==> config.mk <==
export PLATFORM = sky130hd
export DESIGN_NAME = flmfc_dev_flat
export DESIGN_NICKNAME = d
export VERILOG_FILES = /design/src/design/flmfc_pkg.sv /design/src/design/flmfc_if.sv /design/src/design/flmfc_low_mark.sv /design/src/design/flmfc_dev.sv /design/src/flat_wrapper.sv
export SDC_FILE = /design/constraint.sdc
export NUM_CORES = 1
export LEC_CHECK = 0
export BUFFER_PORTS_ARGS = -buffer_cell sky130_fd_sc_hd__buf_4
export CAP_MARGIN = 5
export CORE_MARGIN = 5
export CORE_UTILIZATION = 50
export CTS_BUF_LIST = sky130_fd_sc_hd__clkbuf_2
export CTS_CLUSTER_DIAMETER = 40
export DETAILED_ROUTE_END_ITERATION = 7
export PLACE_DENSITY = 0.68
export SYNTH_ARGS = -nofsm -noshare
export SYNTH_HDL_FRONTEND = slang
export SYNTH_HIERARCHICAL = 1
export SYNTH_SLANG_ARGS = --single-unit
==> constraint.sdc <==
create_clock -name clock_in -period 2.8 [get_ports clock_in]
set_input_delay 0.56 -clock clock_in [delete_from_list [all_inputs] [get_ports clock_in]]
set_output_delay 0.56 -clock clock_in [all_outputs]
set_load 0.01 [all_outputs]
==> src/design/flmfc_pkg.sv <==
`default_nettype none
package flmfc_pkg;
	// ****************************************************
	// Sizes and link defaults
	// ****************************************************
	localparam int DATA_W_DEF = 8;
	localparam int DEPTH_DEF = 16;
	localparam int ADDR_W_DEF = 4;
	// Pointer snapshot delay that models the clock crossing
	localparam int XING_STAGES = 2;
	// Default thresholds used as build constants and reset values
	localparam int THR_ASSERT_DEF = 4;
	localparam int THR_NEGATE_DEF = 7;
	// Flag shows an empty FIFO while reset is held
	localparam logic LOW_MARK_RST = 1'b1;

	// ****************************************************
	// Register map of the user end (Avalon-MM byte addresses)
	// ****************************************************
	localparam logic [7:0] OFF_WDATA = 8'h00;
	localparam logic [7:0] OFF_RDATA = 8'h04;
	localparam logic [7:0] OFF_STATUS = 8'h08;
	localparam logic [7:0] OFF_THRESH = 8'h0C;
	localparam logic [7:0] OFF_CTRL = 8'h10;
	// Field positions
	localparam int STAT_FULL = 0;
	localparam int STAT_EMPTY = 1;
	localparam int STAT_LOW = 2;
	localparam int STAT_CNT_LSB = 8;
	localparam int STAT_RDCNT_LSB = 16;
	localparam int THR_ASSERT_LSB = 0;
	localparam int THR_NEGATE_LSB = 16;
	localparam int CTRL_HOLD = 0;
	// Reset values
	localparam logic CTRL_HOLD_RST = 1'b0;
	localparam logic [31:0] RDATA_RST = 32'h0000_0000;

	// ****************************************************
	// User end bus sequencer
	// ****************************************************
	typedef enum logic [1:0] {
		ST_IDLE = 2'b00,
		ST_POP = 2'b01,
		ST_ANS = 2'b10
	} flmfc_state_t;
endpackage
`default_nettype wire

==> src/design/flmfc_if.sv <==
`timescale 1ns/1ps
`default_nettype none
// Link between the FIFO status device and the user logic
interface flmfc_if #(
	parameter int DATA_W = 8,
	parameter int AW = 4
) ();
	// Write port
	logic wr_en;
	logic [DATA_W-1:0] wr_data;
	logic full;
	// Read port
	logic rd_en;
	logic [DATA_W-1:0] rd_data;
	logic rd_valid;
	logic empty;
	// Thresholds, status and reset hold
	logic [AW-1:0] thr_assert;
	logic [AW-1:0] thr_negate;
	logic low_mark;
	logic [AW-1:0] data_count;
	logic [AW-1:0] rd_count;
	logic hold_rst;

	modport dev (
		input wr_en, wr_data, rd_en, thr_assert, thr_negate, hold_rst,
		output full, rd_data, rd_valid, empty, low_mark, data_count,
		output rd_count
	);
	modport usr (
		output wr_en, wr_data, rd_en, thr_assert, thr_negate, hold_rst,
		input full, rd_data, rd_valid, empty, low_mark, data_count,
		input rd_count
	);
endinterface
`default_nettype wire

==> src/design/flmfc_low_mark.sv <==
`timescale 1ns/1ps
`default_nettype none
// Low-level flag with single or assert/negate thresholds
module flmfc_low_mark #(
	parameter int AW = 4,
	parameter bit BUILTIN = 1'b0,
	parameter bit HYST = 1'b0
) (
	// Clock and reset
	input wire logic clock_in,
	input wire logic resetn_in,
	// Level and thresholds
	input wire logic [AW-1:0] level_in,
	input wire logic [AW-1:0] thr_assert_in,
	input wire logic [AW-1:0] thr_negate_in,
	// Flag
	output logic low_mark_out
);
	import flmfc_pkg::*;

	logic [AW:0] neg_lim;

	// Clear point: negate value, threshold, or threshold+1 on hard FIFOs
	always_comb begin
		if (HYST) begin
			neg_lim = {1'b0, thr_negate_in};
		end else if (BUILTIN) begin
			neg_lim = {1'b0, thr_assert_in} + {{AW{1'b0}}, 1'b1};
		end else begin
			neg_lim = {1'b0, thr_assert_in};
		end
	end

	// Registered, so the flag trails the level by one edge
	always_ff @(posedge clock_in or negedge resetn_in) begin
		if (!resetn_in) begin
			low_mark_out <= LOW_MARK_RST;
		end else if (level_in <= thr_assert_in) begin
			low_mark_out <= 1'b1;
		end else if ({1'b0, level_in} > neg_lim) begin
			low_mark_out <= 1'b0;
		end
	end
endmodule
`default_nettype wire

==> src/design/flmfc_dev.sv <==
// What this block does
// - Flag set when entries at/below assert threshold
// - Flag cleared when entries exceed negate threshold, in hysteresis mode only
// - Read reaching threshold raises flag next edge
// - Hard FIFO single mode clears above threshold+1
// - Soft FIFO single mode clears above threshold
// - Single threshold port changes only during reset
// - Assert/negate ports change only during reset
// - Hysteresis: set at assert, clear above negate
// - Hysteresis only for soft implementations
// - Assert value strictly below negate value
// - Flag and read count lag one cycle
// - Hard FIFO thresholds kept within one primitive
// - Count width up to log2 depth, upper kept
// - Common-clock count exact, same edge update
// - Read count lags a pop by one edge, so it over-reports by one then
// - Read count width selectable, upper bits kept
// - Read shows next edge; writes show later
// - Counts only for RAM and shift-register types
// - Each count port always exists; a disabled one reads as zero
`timescale 1ns/1ps
`default_nettype none
module flmfc_dev #(
	parameter int DATA_W = flmfc_pkg::DATA_W_DEF,
	parameter int DEPTH = flmfc_pkg::DEPTH_DEF,
	parameter bit BUILTIN = 1'b0,
	parameter bit HYST = 1'b0,
	parameter bit THRESH_PORT = 1'b1,
	parameter int THR_ASSERT = flmfc_pkg::THR_ASSERT_DEF,
	parameter int THR_NEGATE = flmfc_pkg::THR_NEGATE_DEF,
	parameter bit INDEP = 1'b0,
	parameter bit COUNT_EN = 1'b1,
	parameter int COUNT_W = flmfc_pkg::ADDR_W_DEF,
	parameter bit RD_COUNT_EN = 1'b1,
	parameter int RD_COUNT_W = flmfc_pkg::ADDR_W_DEF
) (
	// Clock and reset
	input wire logic clock_in,
	input wire logic resetn_in,
	// Link to the user logic
	flmfc_if.dev link
);
	import flmfc_pkg::*;

	localparam int AW = $clog2(DEPTH);

	// ****************************************************
	// Build-time checks
	// ****************************************************
	if (DEPTH < 4 || (1 << AW) != DEPTH) begin : g_bad_depth
		$error("DEPTH must be a power of two of at least 4");
	end
	if ($bits(link.wr_data) != DATA_W || $bits(link.rd_count) != AW)
	begin : g_bad_link
		$error("link widths do not match DATA_W and DEPTH");
	end
	if (BUILTIN && (HYST || THRESH_PORT)) begin : g_bad_builtin
		$error("hard FIFO has only a constant single threshold");
	end
	if (BUILTIN && (COUNT_EN || RD_COUNT_EN)) begin : g_bad_count
		$error("hard FIFO offers no fill counts");
	end
	if (INDEP && COUNT_EN) begin : g_bad_indep
		$error("exact count exists only with a common clock");
	end
	if (COUNT_W < 1 || COUNT_W > AW || RD_COUNT_W < 1 || RD_COUNT_W > AW)
	begin : g_bad_w
		$error("count width must lie between 1 and log2 of depth");
	end
	if (HYST && !THRESH_PORT && THR_ASSERT >= THR_NEGATE)
	begin : g_bad_thr
		$error("assert threshold must be below negate threshold");
	end
	if (THR_ASSERT < 0 || THR_ASSERT >= DEPTH || THR_NEGATE < 0 ||
		THR_NEGATE >= DEPTH) begin : g_bad_range
		$error("threshold constants out of range");
	end

	// Upper bits of a level, moved down to bit 0
	function automatic logic [AW-1:0] keep_upper(
		input logic [AW-1:0] v,
		input int unsigned w
	);
		keep_upper = v >> (AW - w);
	endfunction

	// ****************************************************
	// Storage and pointers
	// ****************************************************
	logic rst_n;
	logic [DATA_W-1:0] mem [DEPTH];
	logic [AW-1:0] wp_ff;
	logic [AW-1:0] rp_ff;
	logic [AW-1:0] count_ff;
	logic [AW-1:0] wp_snap_ff [XING_STAGES];
	logic [AW-1:0] rd_lvl;
	logic [AW-1:0] flag_lvl;
	logic [AW-1:0] th_a;
	logic [AW-1:0] th_n;
	logic [DATA_W-1:0] rd_data_ff;
	logic rd_valid_ff;
	logic [AW-1:0] rd_count_ff;
	logic wr_ok;
	logic rd_ok;

	// Holding the link reset lets the user end change thresholds safely
	assign rst_n = resetn_in & ~link.hold_rst;

	// One slot stays free so the level fits in log2(depth) bits
	assign link.full = (count_ff == AW'(DEPTH - 1));
	// Empty follows the read view so a read never underflows
	assign link.empty = (rd_lvl == '0);
	assign wr_ok = link.wr_en & ~link.full;
	assign rd_ok = link.rd_en & ~link.empty;

	// Array write; no reset on the storage itself
	always_ff @(posedge clock_in) begin
		if (wr_ok) begin
			mem[wp_ff] <= link.wr_data;
		end
	end

	// Write pointer
	always_ff @(posedge clock_in or negedge rst_n) begin
		if (!rst_n) begin
			wp_ff <= '0;
		end else if (wr_ok) begin
			wp_ff <= wp_ff + AW'(1);
		end
	end

	// Read pointer and read data
	always_ff @(posedge clock_in or negedge rst_n) begin
		if (!rst_n) begin
			rp_ff <= '0;
			rd_data_ff <= '0;
			rd_valid_ff <= 1'b0;
		end else begin
			rd_valid_ff <= rd_ok;
			if (rd_ok) begin
				rp_ff <= rp_ff + AW'(1);
				rd_data_ff <= mem[rp_ff];
			end
		end
	end

	// ****************************************************
	// Fill levels
	// ****************************************************
	// Exact level, moves at the very edge of the write or read
	always_ff @(posedge clock_in or negedge rst_n) begin
		if (!rst_n) begin
			count_ff <= '0;
		end else begin
			case ({wr_ok, rd_ok})
				2'b10: count_ff <= count_ff + AW'(1);
				2'b01: count_ff <= count_ff - AW'(1);
				default: count_ff <= count_ff;
			endcase
		end
	end

	// Write pointer seen late by the read side, as across a crossing
	always_ff @(posedge clock_in or negedge rst_n) begin
		if (!rst_n) begin
			for (int i = 0; i < XING_STAGES; i++) begin
				wp_snap_ff[i] <= '0;
			end
		end else begin
			wp_snap_ff[0] <= wp_ff;
			for (int i = 1; i < XING_STAGES; i++) begin
				wp_snap_ff[i] <= wp_snap_ff[i-1];
			end
		end
	end

	// Stale write pointer against live read pointer: only under-reports
	always_comb begin
		if (INDEP) begin
			rd_lvl = wp_snap_ff[XING_STAGES-1] - rp_ff;
		end else begin
			rd_lvl = count_ff;
		end
	end

	// Read count trails its level by one edge
	always_ff @(posedge clock_in or negedge rst_n) begin
		if (!rst_n) begin
			rd_count_ff <= '0;
		end else begin
			rd_count_ff <= rd_lvl;
		end
	end

	// ****************************************************
	// Low-level flag
	// ****************************************************
	assign th_a = THRESH_PORT ? link.thr_assert : AW'(THR_ASSERT);
	assign th_n = THRESH_PORT ? link.thr_negate : AW'(THR_NEGATE);
	assign flag_lvl = INDEP ? rd_lvl : count_ff;

	flmfc_low_mark #(
		.AW(AW),
		.BUILTIN(BUILTIN),
		.HYST(HYST)
	) u_low_mark (
		.clock_in(clock_in),
		.resetn_in(rst_n),
		.level_in(flag_lvl),
		.thr_assert_in(th_a),
		.thr_negate_in(th_n),
		.low_mark_out(link.low_mark)
	);

	// ****************************************************
	// Outputs
	// ****************************************************
	assign link.rd_data = rd_data_ff;
	assign link.rd_valid = rd_valid_ff;
	// A disabled count reads as zero in place of a missing port
	assign link.data_count = COUNT_EN ?
		keep_upper(count_ff, COUNT_W) : '0;
	assign link.rd_count = RD_COUNT_EN ?
		keep_upper(rd_count_ff, RD_COUNT_W) : '0;
endmodule
`default_nettype wire

==> src/flat_wrapper.sv <==
// flat-port wrapper written by rule: the top's interface ports become plain ports
module flmfc_dev_flat import flmfc_pkg::*;
#(
	parameter int DATA_W = flmfc_pkg::DATA_W_DEF,
	parameter int DEPTH = flmfc_pkg::DEPTH_DEF,
	parameter bit BUILTIN = 1'b0,
	parameter bit HYST = 1'b0,
	parameter bit THRESH_PORT = 1'b1,
	parameter int THR_ASSERT = flmfc_pkg::THR_ASSERT_DEF,
	parameter int THR_NEGATE = flmfc_pkg::THR_NEGATE_DEF,
	parameter bit INDEP = 1'b0,
	parameter bit COUNT_EN = 1'b1,
	parameter int COUNT_W = flmfc_pkg::ADDR_W_DEF,
	parameter bit RD_COUNT_EN = 1'b1,
	parameter int RD_COUNT_W = flmfc_pkg::ADDR_W_DEF
)
  (clock_in, resetn_in, link_wr_en, link_wr_data, link_rd_en, link_thr_assert, link_thr_negate, link_hold_rst, link_full, link_rd_data, link_rd_valid, link_empty, link_low_mark, link_data_count, link_rd_count);
  flmfc_if #(.DATA_W(DATA_W), .AW(ADDR_W_DEF)) link_i ();
  input wire logic clock_in;
  input wire logic resetn_in;
  input wire logic [$bits(link_i.wr_en)-1:0] link_wr_en;
  input wire logic [$bits(link_i.wr_data)-1:0] link_wr_data;
  input wire logic [$bits(link_i.rd_en)-1:0] link_rd_en;
  input wire logic [$bits(link_i.thr_assert)-1:0] link_thr_assert;
  input wire logic [$bits(link_i.thr_negate)-1:0] link_thr_negate;
  input wire logic [$bits(link_i.hold_rst)-1:0] link_hold_rst;
  output wire logic [$bits(link_i.full)-1:0] link_full;
  output wire logic [$bits(link_i.rd_data)-1:0] link_rd_data;
  output wire logic [$bits(link_i.rd_valid)-1:0] link_rd_valid;
  output wire logic [$bits(link_i.empty)-1:0] link_empty;
  output wire logic [$bits(link_i.low_mark)-1:0] link_low_mark;
  output wire logic [$bits(link_i.data_count)-1:0] link_data_count;
  output wire logic [$bits(link_i.rd_count)-1:0] link_rd_count;
  assign link_i.wr_en = link_wr_en;
  assign link_i.wr_data = link_wr_data;
  assign link_i.rd_en = link_rd_en;
  assign link_i.thr_assert = link_thr_assert;
  assign link_i.thr_negate = link_thr_negate;
  assign link_i.hold_rst = link_hold_rst;
  assign link_full = link_i.full;
  assign link_rd_data = link_i.rd_data;
  assign link_rd_valid = link_i.rd_valid;
  assign link_empty = link_i.empty;
  assign link_low_mark = link_i.low_mark;
  assign link_data_count = link_i.data_count;
  assign link_rd_count = link_i.rd_count;
  flmfc_dev #(.DATA_W(DATA_W), .DEPTH(DEPTH), .BUILTIN(BUILTIN), .HYST(HYST), .THRESH_PORT(THRESH_PORT), .THR_ASSERT(THR_ASSERT), .THR_NEGATE(THR_NEGATE), .INDEP(INDEP), .COUNT_EN(COUNT_EN), .COUNT_W(COUNT_W), .RD_COUNT_EN(RD_COUNT_EN), .RD_COUNT_W(RD_COUNT_W)) u_core (.clock_in(clock_in), .resetn_in(resetn_in), .link(link_i));
endmodule
**Word-level counts from Yosys, hierarchy flattened**

Memories as Yosys holds them, arrays and structs flattened. A register that Yosys moved wholly into a read port is not among the register bits.
Index checks and enable logic that the tools add are counted.
W data, S select, Z words.

- Memories kept: 1
- Input port bits: 21
- RAM bits: 128
- Output and inout port bits: 20
- Memory bits (read-only): 0
- Word-level logic and storage cells: 31
- Register bits: 18
- Bits in latches: 0

Memory list:

| memory | words | width | rd ports | clocked after memory_dff | write ports | line | RTL |
|---|---|---|---|---|---|---|---|
| u_core.mem | 16 | 8 | 1 | 1 | 1 | flmfc_dev.sv:91 | `logic [DATA_W-1:0] mem [DEPTH];` |

- Mux-type cells: 5
- Multiply operators: 0
- Add/subtract/negate cells: 4
- Reductions and logical operators: 4
- Div/mod/pow operators: 0
- Shift operators: 0
- Bitwise gates (word level): 6
- Equality and inequality tests: 3
- Order comparisons: 2

Operators by type and width:

| operator | count |
|---|---|
| $add A4 B1 Y4 const B | 3 |
| $pmux W4 S2 | 1 |
| $eq A4 B4 Y1 const B | 1 |
| $gt A4 B4 Y1 | 1 |
| $le A4 B4 Y1 | 1 |
| $logic_not A4 Y1 | 1 |
| $mux W1 | 4 |
| $reduce_bool A2 Y1 | 2 |
| $sub A4 B1 Y4 const B | 1 |
| $and A1 B1 Y1 | 3 |
| $not A1 Y1 | 3 |
| $eq A2 B1 Y1 const B | 1 |
| $eq A2 B2 Y1 const B | 1 |
| $logic_not A1 Y1 | 1 |

**Logic depth before layout (Yosys ltp)**

Gate-level depths: netlist (run 1).

- Word-level depth: 5
- Gate-level depth with buffers: 10

**Hierarchy**

Netlist (run 1), hierarchy kept.

Modules (own cells, without submodules):

| module | area each (µm²) | cells each | times used |
|---|---|---|---|
| flmfc_dev | 6055.8 | 306 | 1 |
| flmfc_low_mark | 126.4 | 14 | 1 |

**Least setup slack after synthesis (run 1)**

No wires, ideal clock.

- Kind: register to register
- From: reg u_core.count_ff[1] (netlist: u_core/link.data_count[1])
- To: reg u_core.count_ff[3] (netlist: u_core/link.data_count[3])
- Stages on the path, launching flop included: 10
- Slack: 0.412 ns
- Buffers on the path: 1
- Period minus slack after synthesis: 2.388 ns
- Data arrival time: 2.308 ns
- Path through: dfrtp_1 -> nor4_4 -> nor2b_2 -> buf_2 -> ha_1 -> ha_1 -> a21o_1 -> a21oi_1 -> mux2i_1 -> xnor2_1

- Word-level cells in the longest chain between the ends: 5
- Elaborated cells between the ends (all ways): 12

Ends and longest elaborated chain:

| item | line | RTL |
|---|---|---|
| start: declaration | flmfc_dev.sv:94 | `logic [AW-1:0] count_ff;` |
| start signal: assignment | flmfc_dev.sv:156 | `2'b10: count_ff <= count_ff + AW'(1);` |
| start signal: assignment | flmfc_dev.sv:157 | `2'b01: count_ff <= count_ff - AW'(1);` |
| start signal: assignment | flmfc_dev.sv:158 | `default: count_ff <= count_ff;` |
| $logic_not A4 Y1 * | flmfc_dev.sv:112 | `assign link.empty = (rd_lvl == '0);` |
| named net link_empty | flat_wrapper.sv:30 | `output wire logic [$bits(link_i.empty)-1:0] link_empty;` |
| $not A1 Y1 * | flmfc_dev.sv:114 | `assign rd_ok = link.rd_en & ~link.empty;` |
| $and A1 B1 Y1 * | flmfc_dev.sv:114 |  |
| named net u_core.rd_ok | flmfc_dev.sv:104 | `logic rd_ok;` |
| $eq A2 B1 Y1 or $eq A2 B2 Y1 (tied branches) | flmfc_dev.sv:155 | `case ({wr_ok, rd_ok})` |
| $pmux W4 S2 or $reduce_bool A2 Y1 (tied branches) | -- |  |

Mark *: on every way through the listed nets, which the timed path passes. The rest lies on a longest branch.
A chain may end at the register's enable or synchronous reset.

**Worst setup path after layout (run 1)**

- From: reg u_core.count_ff[3] (netlist: u_core/link.data_count[3])
- To: reg u_core.count_ff[3] (netlist: u_core/link.data_count[3])

- Word-level cells in the longest chain between the ends: 5
- Elaborated cells between the ends (all ways): 12

Ends and longest elaborated chain:

| item | line |
|---|---|
| $eq A4 B4 Y1 or $logic_not A4 Y1 (tied branches) | flmfc_dev.sv:110, flmfc_dev.sv:112 |
| $not A1 Y1 (on tied branches) | flmfc_dev.sv:113, flmfc_dev.sv:114 |
| $and A1 B1 Y1 (on tied branches) | flmfc_dev.sv:113, flmfc_dev.sv:114 |
| $eq A2 B1 Y1 or $eq A2 B2 Y1 (tied branches) | flmfc_dev.sv:155 |
| $pmux W4 S2 or $reduce_bool A2 Y1 (tied branches) | -- |

Parallel ways exist; a longest one is shown, timed or not.

==> results of run 1 <==
[layout by cell type (no fill, tap or decap), types with 3 or more instances in the layout]
| master | count |
|---|---|
| edfxtp_1 | 128 |
| buf_4 | 58 |
| mux4_2 | 30 |
| dfrtp_1 | 24 |
| clkbuf_2 | 18 |
| nor2_1 | 15 |
| inv_1 | 14 |
| ha_1 | 12 |
| mux2i_1 | 10 |
| o22ai_1 | 8 |
| xnor2_1 | 7 |
| a221oi_1 | 7 |
| nand2_1 | 6 |
| clkinvlp_4 | 4 |
| nand4_1 | 4 |
| and3_1 | 4 |
| nor3_1 | 4 |
| inv_6 | 3 |
| dlygate4sd3_1 | 3 |
[kinds of logic (layout without fill, tap and decap cells)]
kind of cell | after synthesis | after routing
xor+xnor | 9 | 9
compound gates | 23 | 23
flops | 154 | 154
simple gates | 48 | 48
mux | 43 | 43
buf+inv | 30 | 110
fa+ha+maj | 13 | 13
[synthesized netlist by cell type, drive strengths merged, types with 2 or more instances]
cell type,number,area [sq um]
o21ai,3,15.01
ha,12,150.1
nor4,5,46.29
mux2i,10,100.1
nand2b,2,12.51
nor2b,4,27.53
buf,12,100.1
nor2,15,56.30
nand2,6,22.52
clkbuf,3,11.26
xnor2,7,61.31
nand4,4,25.02
a221oi,8,76.32
o22ai,8,50.05
dfrtp,25,625.6
edfxtp,128,3844
and2,2,12.51
inv,15,56.30
a21o,2,15.01
mux4,32,728.2
and3,4,25.02
xor2,2,17.52
nor3,4,20.02
[worst max path at each step]
stage                                                       end  slack [ns]
after detailed placement  u_core/link.data_count[3]$_DFFE_PN0P_        0.36
after global placement    u_core/link.data_count[3]$_DFFE_PN0P_        0.39
after floorplan           u_core/link.data_count[3]$_DFFE_PN0P_        0.41
after CTS                                            link_empty        0.39
final                     u_core/link.data_count[3]$_DFFE_PN0P_        0.45
after global routing      u_core/link.data_count[3]$_DFFE_PN0P_        0.29
[routing by layer]
metal	share of wire	routed length (um)
met2	0.51	5818
met5	0	0
met3	0.068	775
met4	0.014	162
met1	0.41	4599
[registers in the layout, indices dropped and copies added, names as in the netlist]
name and count:
u_core/link.rd_data 8, u_core/rp_ff 4, u_core/link.rd_count 4, u_core/wp_ff 4, u_core/mem 128, u_core/link.rd_valid 1
u_core/link.data_count 4, u_core/u_low_mark/low_mark_out 1
[layout make-up]
class	count	area (sq um)	area share
clock buffer	18	90.09	0.01284
multi-input combinational	136	1534	0.2187
sequential	154	4497	0.6411
clock inverter	14	121.4	0.01730
inverter	15	56.30	0.008027
timing repair buffer	63	505.5	0.07207
tap	168	210.2	0.02997
[report_power, final]
part | internal [mW] | switching (mW)
sequential | 2.86 | 0.264
clock | 0.324 | 0.764
combinational | 1.14 | 1.12
total | 4.32 | 2.14
[timing repair]
action	in CTS	in global routing
setup buffers	0	0
hold buffers	3	0
hold endpoints to repair	12	0
resized for setup	0	0
[metrics by stage]
step	power, mW	utilization	hold slack, ns
5_1_grt	6.860	0.5815	0.05871
2_1_floorplan	4.691	-	0.5212
3_3_place_gp	5.392	0.5615	0.5269
4_1_cts	6.552	0.5815	0.07748
6_report	6.462	0.5815	0.1205
3_5_place_dp	5.469	0.5615	0.5366
==> reports/summary.txt, run 1 <==
minimum clock period -> 2.351 ns
I/O pin cnt -> 41
cell family with most CP delay -> adder cells
CTS tree -> yes
core box area -> 12,060 sq um
Fmax -> 425.3 MHz
largest net degree at the start of global routing -> 36
Async SR Flop Fraction -> 0.1688
Worst setup startpoint -> u_core/link.data_count[3]$_DFFE_PN0P_
initial antenna violation count -> 0
dpl ws -> 0.3557 ns
crit path capture type -> register
CTS root buf -> clkbuf_2
via/cell ratio -> 5.465
overall routed net length -> 11,360 um
#FFs+latches synth -> 154
RSZ-0062 raised after global routing -> no
initial core utilization -> 0.5126
Top cell by count, worst path -> ha_1
Post-Synth Adder-Cell Area -> 0.02752
R2R Setup Slk -> 0.45 ns
worst hold path class -> in -> reg
Syn. warnings -> 6
slowest cell on the critical path -> dfrtp_1
Final Hold Vio Count -> 0
Max Slew Vio Count -> 0
met1 Resource Use GR -> 0.2235
vias in the first global route -> 3,076
Cell Area, Placed -> 6773 sq um
HPWL Detailed -> 7564 um
share of cells above drive strength 1 -> 0.3250
Die W -> 121.2 um
DRT iter0 DRCs -> 221
Reg-to-Reg End -> u_core/link.data_count[3]$_DFFE_PN0P_
status -> completed
clk_skew -> 0.03007 ns
number of synthesized flops with an enable pin -> 128
met2 Usage GRT -> 0.2685
Worst-Margin Slew -> 0.7594 ns
final instance area -> 7014 sq um
post-synth net total -> 354
CP arrival -> 2.99 ns
worst path bufs/invs -> 1
Mapped Area -> 6182 sq um
Clk Latency, worst-skew pair -> 0.72 ns
final setup margin -> 0.4487 ns
critical path class -> reg -> reg
combinational family with the most area after synthesis -> multiplexers
peak supply drop -> 0.0003923 V
WHS Endpoint -> u_core/mem[15][3]$_DFFE_PP_
mux share of post-synthesis cell area -> 0.1358
Sum Neg Setup Slack -> 0 ns
CTS Buf Count -> 17
Final Instance Count excl. Fillers -> 568
P_leak -> 2.539 nW
die height -> 121.2 um
GR Overflow Total -> 0
routed vias -> 3,104
stages on the worst setup path -> 9
DRT antenna net count -> 0
clock slew at reported path FFs -> 0.22 ns
first-pass GRT wire length -> 17,580 um
Post-Synth XOR/XNOR Area -> 0.01275
ys flop type -> edfxtp_1
# rows -> 40
cells along the critical path -> nand4_1, and2_1, inv_2, ha_1, ha_1, a21o_1, a21oi_1, mux2i_1, xnor2_1
Post-layout nets -> 421
Yosys cell types -> 40
min-delay src -> link_wr_data[3]
Synth Area in Simple Gates -> 0.04189
GP Congestion -> 0.8478
critical path's largest stage delay -> 0.44 ns
busiest grt layer -> met2
CTS max path bufs -> 2
CTS Sinks -> 154
H-tree depth -> 4
met3 Use GR -> 0.04709
DR DRC count -> 0
Avg WL per Cell -> 19.99 um
Pre-antenna DRT Iters -> 5
Worst setup SP type -> register
Min-Delay Path Depth -> 1
Die Area -> 14,690 sq um
Antenna Diode Count -> 0
Setup-failing EPs final -> 0
Max-slew headroom -> 0.4937
Syn Area/Cell -> 19.32 sq um
total track usage -> 0.1670
final period utilization -> 0.8398
sequential area share after synthesis -> 0.7272
IO buf count -> 36
Worst R2R Path Depth -> 9
Area growth syn-to-layout -> 13.46%
Worst Path Max Fanout -> 8
total of max-cap violations -> 0
Synth Area in Compound Gates -> 0.02773
pwr dens -> 921.2 nW/um^2
Cell Count Post-Placement -> 533
worst r2r src -> u_core/link.data_count[3]$_DFFE_PN0P_
Syn Inst Count -> 320
Filler Cell Count -> 915
CP required -> 3.44 ns
Power figures use the tool's default switching activity.
==> run 2: changes to the inputs <==
- PLACE_DENSITY: 0.68 -> 0.7
- clock period: 2.8 -> 2 ns (I/O delays scaled with it)
==> run 2 against run 1 <==
The flow now finishes with violations (setup timing). Final area is 4.2% higher. Die area did not move. Worst hold slack better by 0.0023 ns. Flip-flop and latch count is the same. Cell count increased by 3.7%. Clock power grew 60%. Count of clock-buffer cells in the layout grew 2. Utilization increased by 2.4 points. Critical endpoint is now link_empty. Highest routed layer unchanged.
==> reports/summary.txt, run 2 (synthesis gave the netlist of run 1 again) <==
Min-Delay Path Depth -> 5
final core utilization -> 0.6060
total of max-cap violations -> 0
GR Overflow Total -> 0
met2 Usage GRT -> 0.2754
CTS tree -> yes
CP arrival -> 1.63 ns
Die W -> 121.2 um
final period utilization -> 1.015
clock slew at reported path FFs -> 0.19 ns
die height -> 121.2 um
Pre-antenna DRT Iters -> 4
critical path's largest stage delay -> 0.47 ns
DRT antenna net count -> 0
cells along the critical path -> nor4_4, buf_4
overall routed net length -> 11,500 um
CTS Sinks -> 154
HPWL Detailed -> 7566 um
critical path class -> reg -> out
Biggest register -> u_core/mem
worst hold path class -> in -> reg
final setup margin -> -0.02903 ns
R2R Setup Slk -> -0.01 ns
Die Area -> 14,690 sq um
status -> complete, but fails checks
vias in the first global route -> 3,254
slowest cell on the critical path -> dfrtp_2
Post-layout nets -> 442
GP Congestion -> 0.7315
initial core utilization -> 0.5126
DRT iter0 DRCs -> 255
total power -> 9.553 mW
share of cells above drive strength 1 -> 0.3492
Final Instance Count excl. Fillers -> 589
P_leak -> 2.678 nW
DR DRC count -> 0
Antenna Diode Count -> 0
clk_skew -> 0.04306 ns
# rows -> 40
I/O pin cnt -> 41
met3 Use GR -> 0.03916
peak supply drop -> 0.0006514 V
CTS root buf -> clkbuf_2
most frequent cells in the layout -> edfxtp_1, buf_4, mux4_2
RSZ-0062 raised after global routing -> yes
crit path capture type -> primary output
WHS Endpoint -> u_core/u_low_mark/low_mark_out$_DFF_PN1_
Setup-failing EPs final -> 2
CTS max path bufs -> 2
Worst setup SP type -> register
Max-slew headroom -> 0.6161
core box area -> 12,060 sq um
Fmax -> 492.8 MHz
Worst R2R Path Depth -> 10
Avg WL per Cell -> 19.52 um
largest net degree at the start of global routing -> 27
H-tree depth -> 4
routed vias -> 3,134
initial antenna violation count -> 0
via/cell ratio -> 5.321
Reg-to-Reg End -> u_core/link.data_count[3]$_DFFE_PN0P_
failing checks -> setup timing
commonest non-fill, non-tap cell in the layout -> edfxtp_1
total track usage -> 0.1718
CP required -> 1.60 ns
IO buf count -> 36
Max Slew Vio Count -> 0
Cell Count Post-Placement -> 542
busiest grt layer -> met2
Final Hold Vio Count -> 0
pwr dens -> 1307 nW/um^2
Largest register FFs -> 128
met1 Resource Use GR -> 0.2343
Area growth syn-to-layout -> 18.24%
Clk Latency, worst-skew pair -> 0.69 ns
worst r2r src -> u_core/link.data_count[2]$_DFFE_PN0P_
first-pass GRT wire length -> 18,440 um
CTS Buf Count -> 17
Worst-Margin Slew -> 0.5758 ns
minimum clock period -> 2.029 ns
Worst Path Max Fanout -> 2
Filler Cell Count -> 897
min-delay src -> link_thr_assert[3]
## run 2: cell count changes in the layout (fill, tap and decap cells not counted), sizes merged
cell,change
buf,+14
dlygate4sd3,+7
clkinvlp,-3
bufinv,+2
clkbuf,+2
clkinv,-1
## run 2: worst max-delay path by stage
stage / startpoint / slack (ns) / cells after the start / to
floorplan: u_core/link.data_count[3]$_DFFE_PN0P_ / -0.19 / 5 / u_core/mem[1][0]$_DFFE_PP_
finish: u_core/link.data_count[2]$_DFFE_PN0P_ / -0.03 / 2 / link_empty
global placement: u_core/link.data_count[0]$_DFFE_PN0P_ / 0.07 / 8 / u_core/link.data_count[3]$_DFFE_PN0P_
global route: u_core/link.data_count[0]$_DFFE_PN0P_ / -0.18 / 2 / link_empty
detailed placement: u_core/link.data_count[0]$_DFFE_PN0P_ / 0.04 / 8 / u_core/link.data_count[3]$_DFFE_PN0P_
CTS: u_core/link.data_count[2]$_DFFE_PN0P_ / -0.10 / 2 / link_empty
## run 2: layer usage
layer	wire length, um	vias up	share of wire
li1	-	1450	-
met1	5111	1602	0.44
met2	5791	70	0.50
met3	484	12	0.042
met4	112	0	0.0097
met5	0	-	0
## run 2: what timing repair did
action	4_1_cts	5_1_grt
gates resized for setup	4	2
endpoints found under the hold margin	153	0
hold buffers	10	0
setup buffers	3	2
setup endpoints to repair	2	5
pin swaps	2	1
## run 2: final cells by class
class                      count  area (sq um)  share of cell area
sequential                   154          4501              0.6157
multi-input combinational    136          1553              0.2124
timing repair buffer          84         745.7              0.1020
tap                          168         210.2             0.02876
clock inverter                12         143.9             0.01969
clock buffer                  20         100.1             0.01369
inverter                      15         56.30            0.007703
## run 2: per-stage QoR
step | setup WS [ns] | TNS [ns] | instance area [sq um] | hold slack [ns]
5_1_grt | -0.1769 | -0.4514 | 7310 | 0.05662
6_report | -0.02903 | -0.03481 | 7310 | 0.1229
3_3_place_gp | 0.06927 | 0 | 6910 | 0.4620
3_5_place_dp | 0.03995 | 0 | 6910 | 0.4694
2_1_floorplan | -0.1933 | -6.387 | 6221 | 0.4924
4_1_cts | -0.1035 | -0.1691 | 7291 | 0.04370
## run 2: power breakdown
group	switching, mW	total [mW]	internal, mW
registers	0.389	4.40	4.01
clock network	1.03	1.74	0.706
logic	1.60	3.42	1.81
## run 2: critical path, delay by kind of cell, from the launching register on
kind / cells / cell delay, ns
buffers and inverters: 1 / 0.17
and+or+nand+nor: 1 / 0.32
DFF: 1 / 0.47
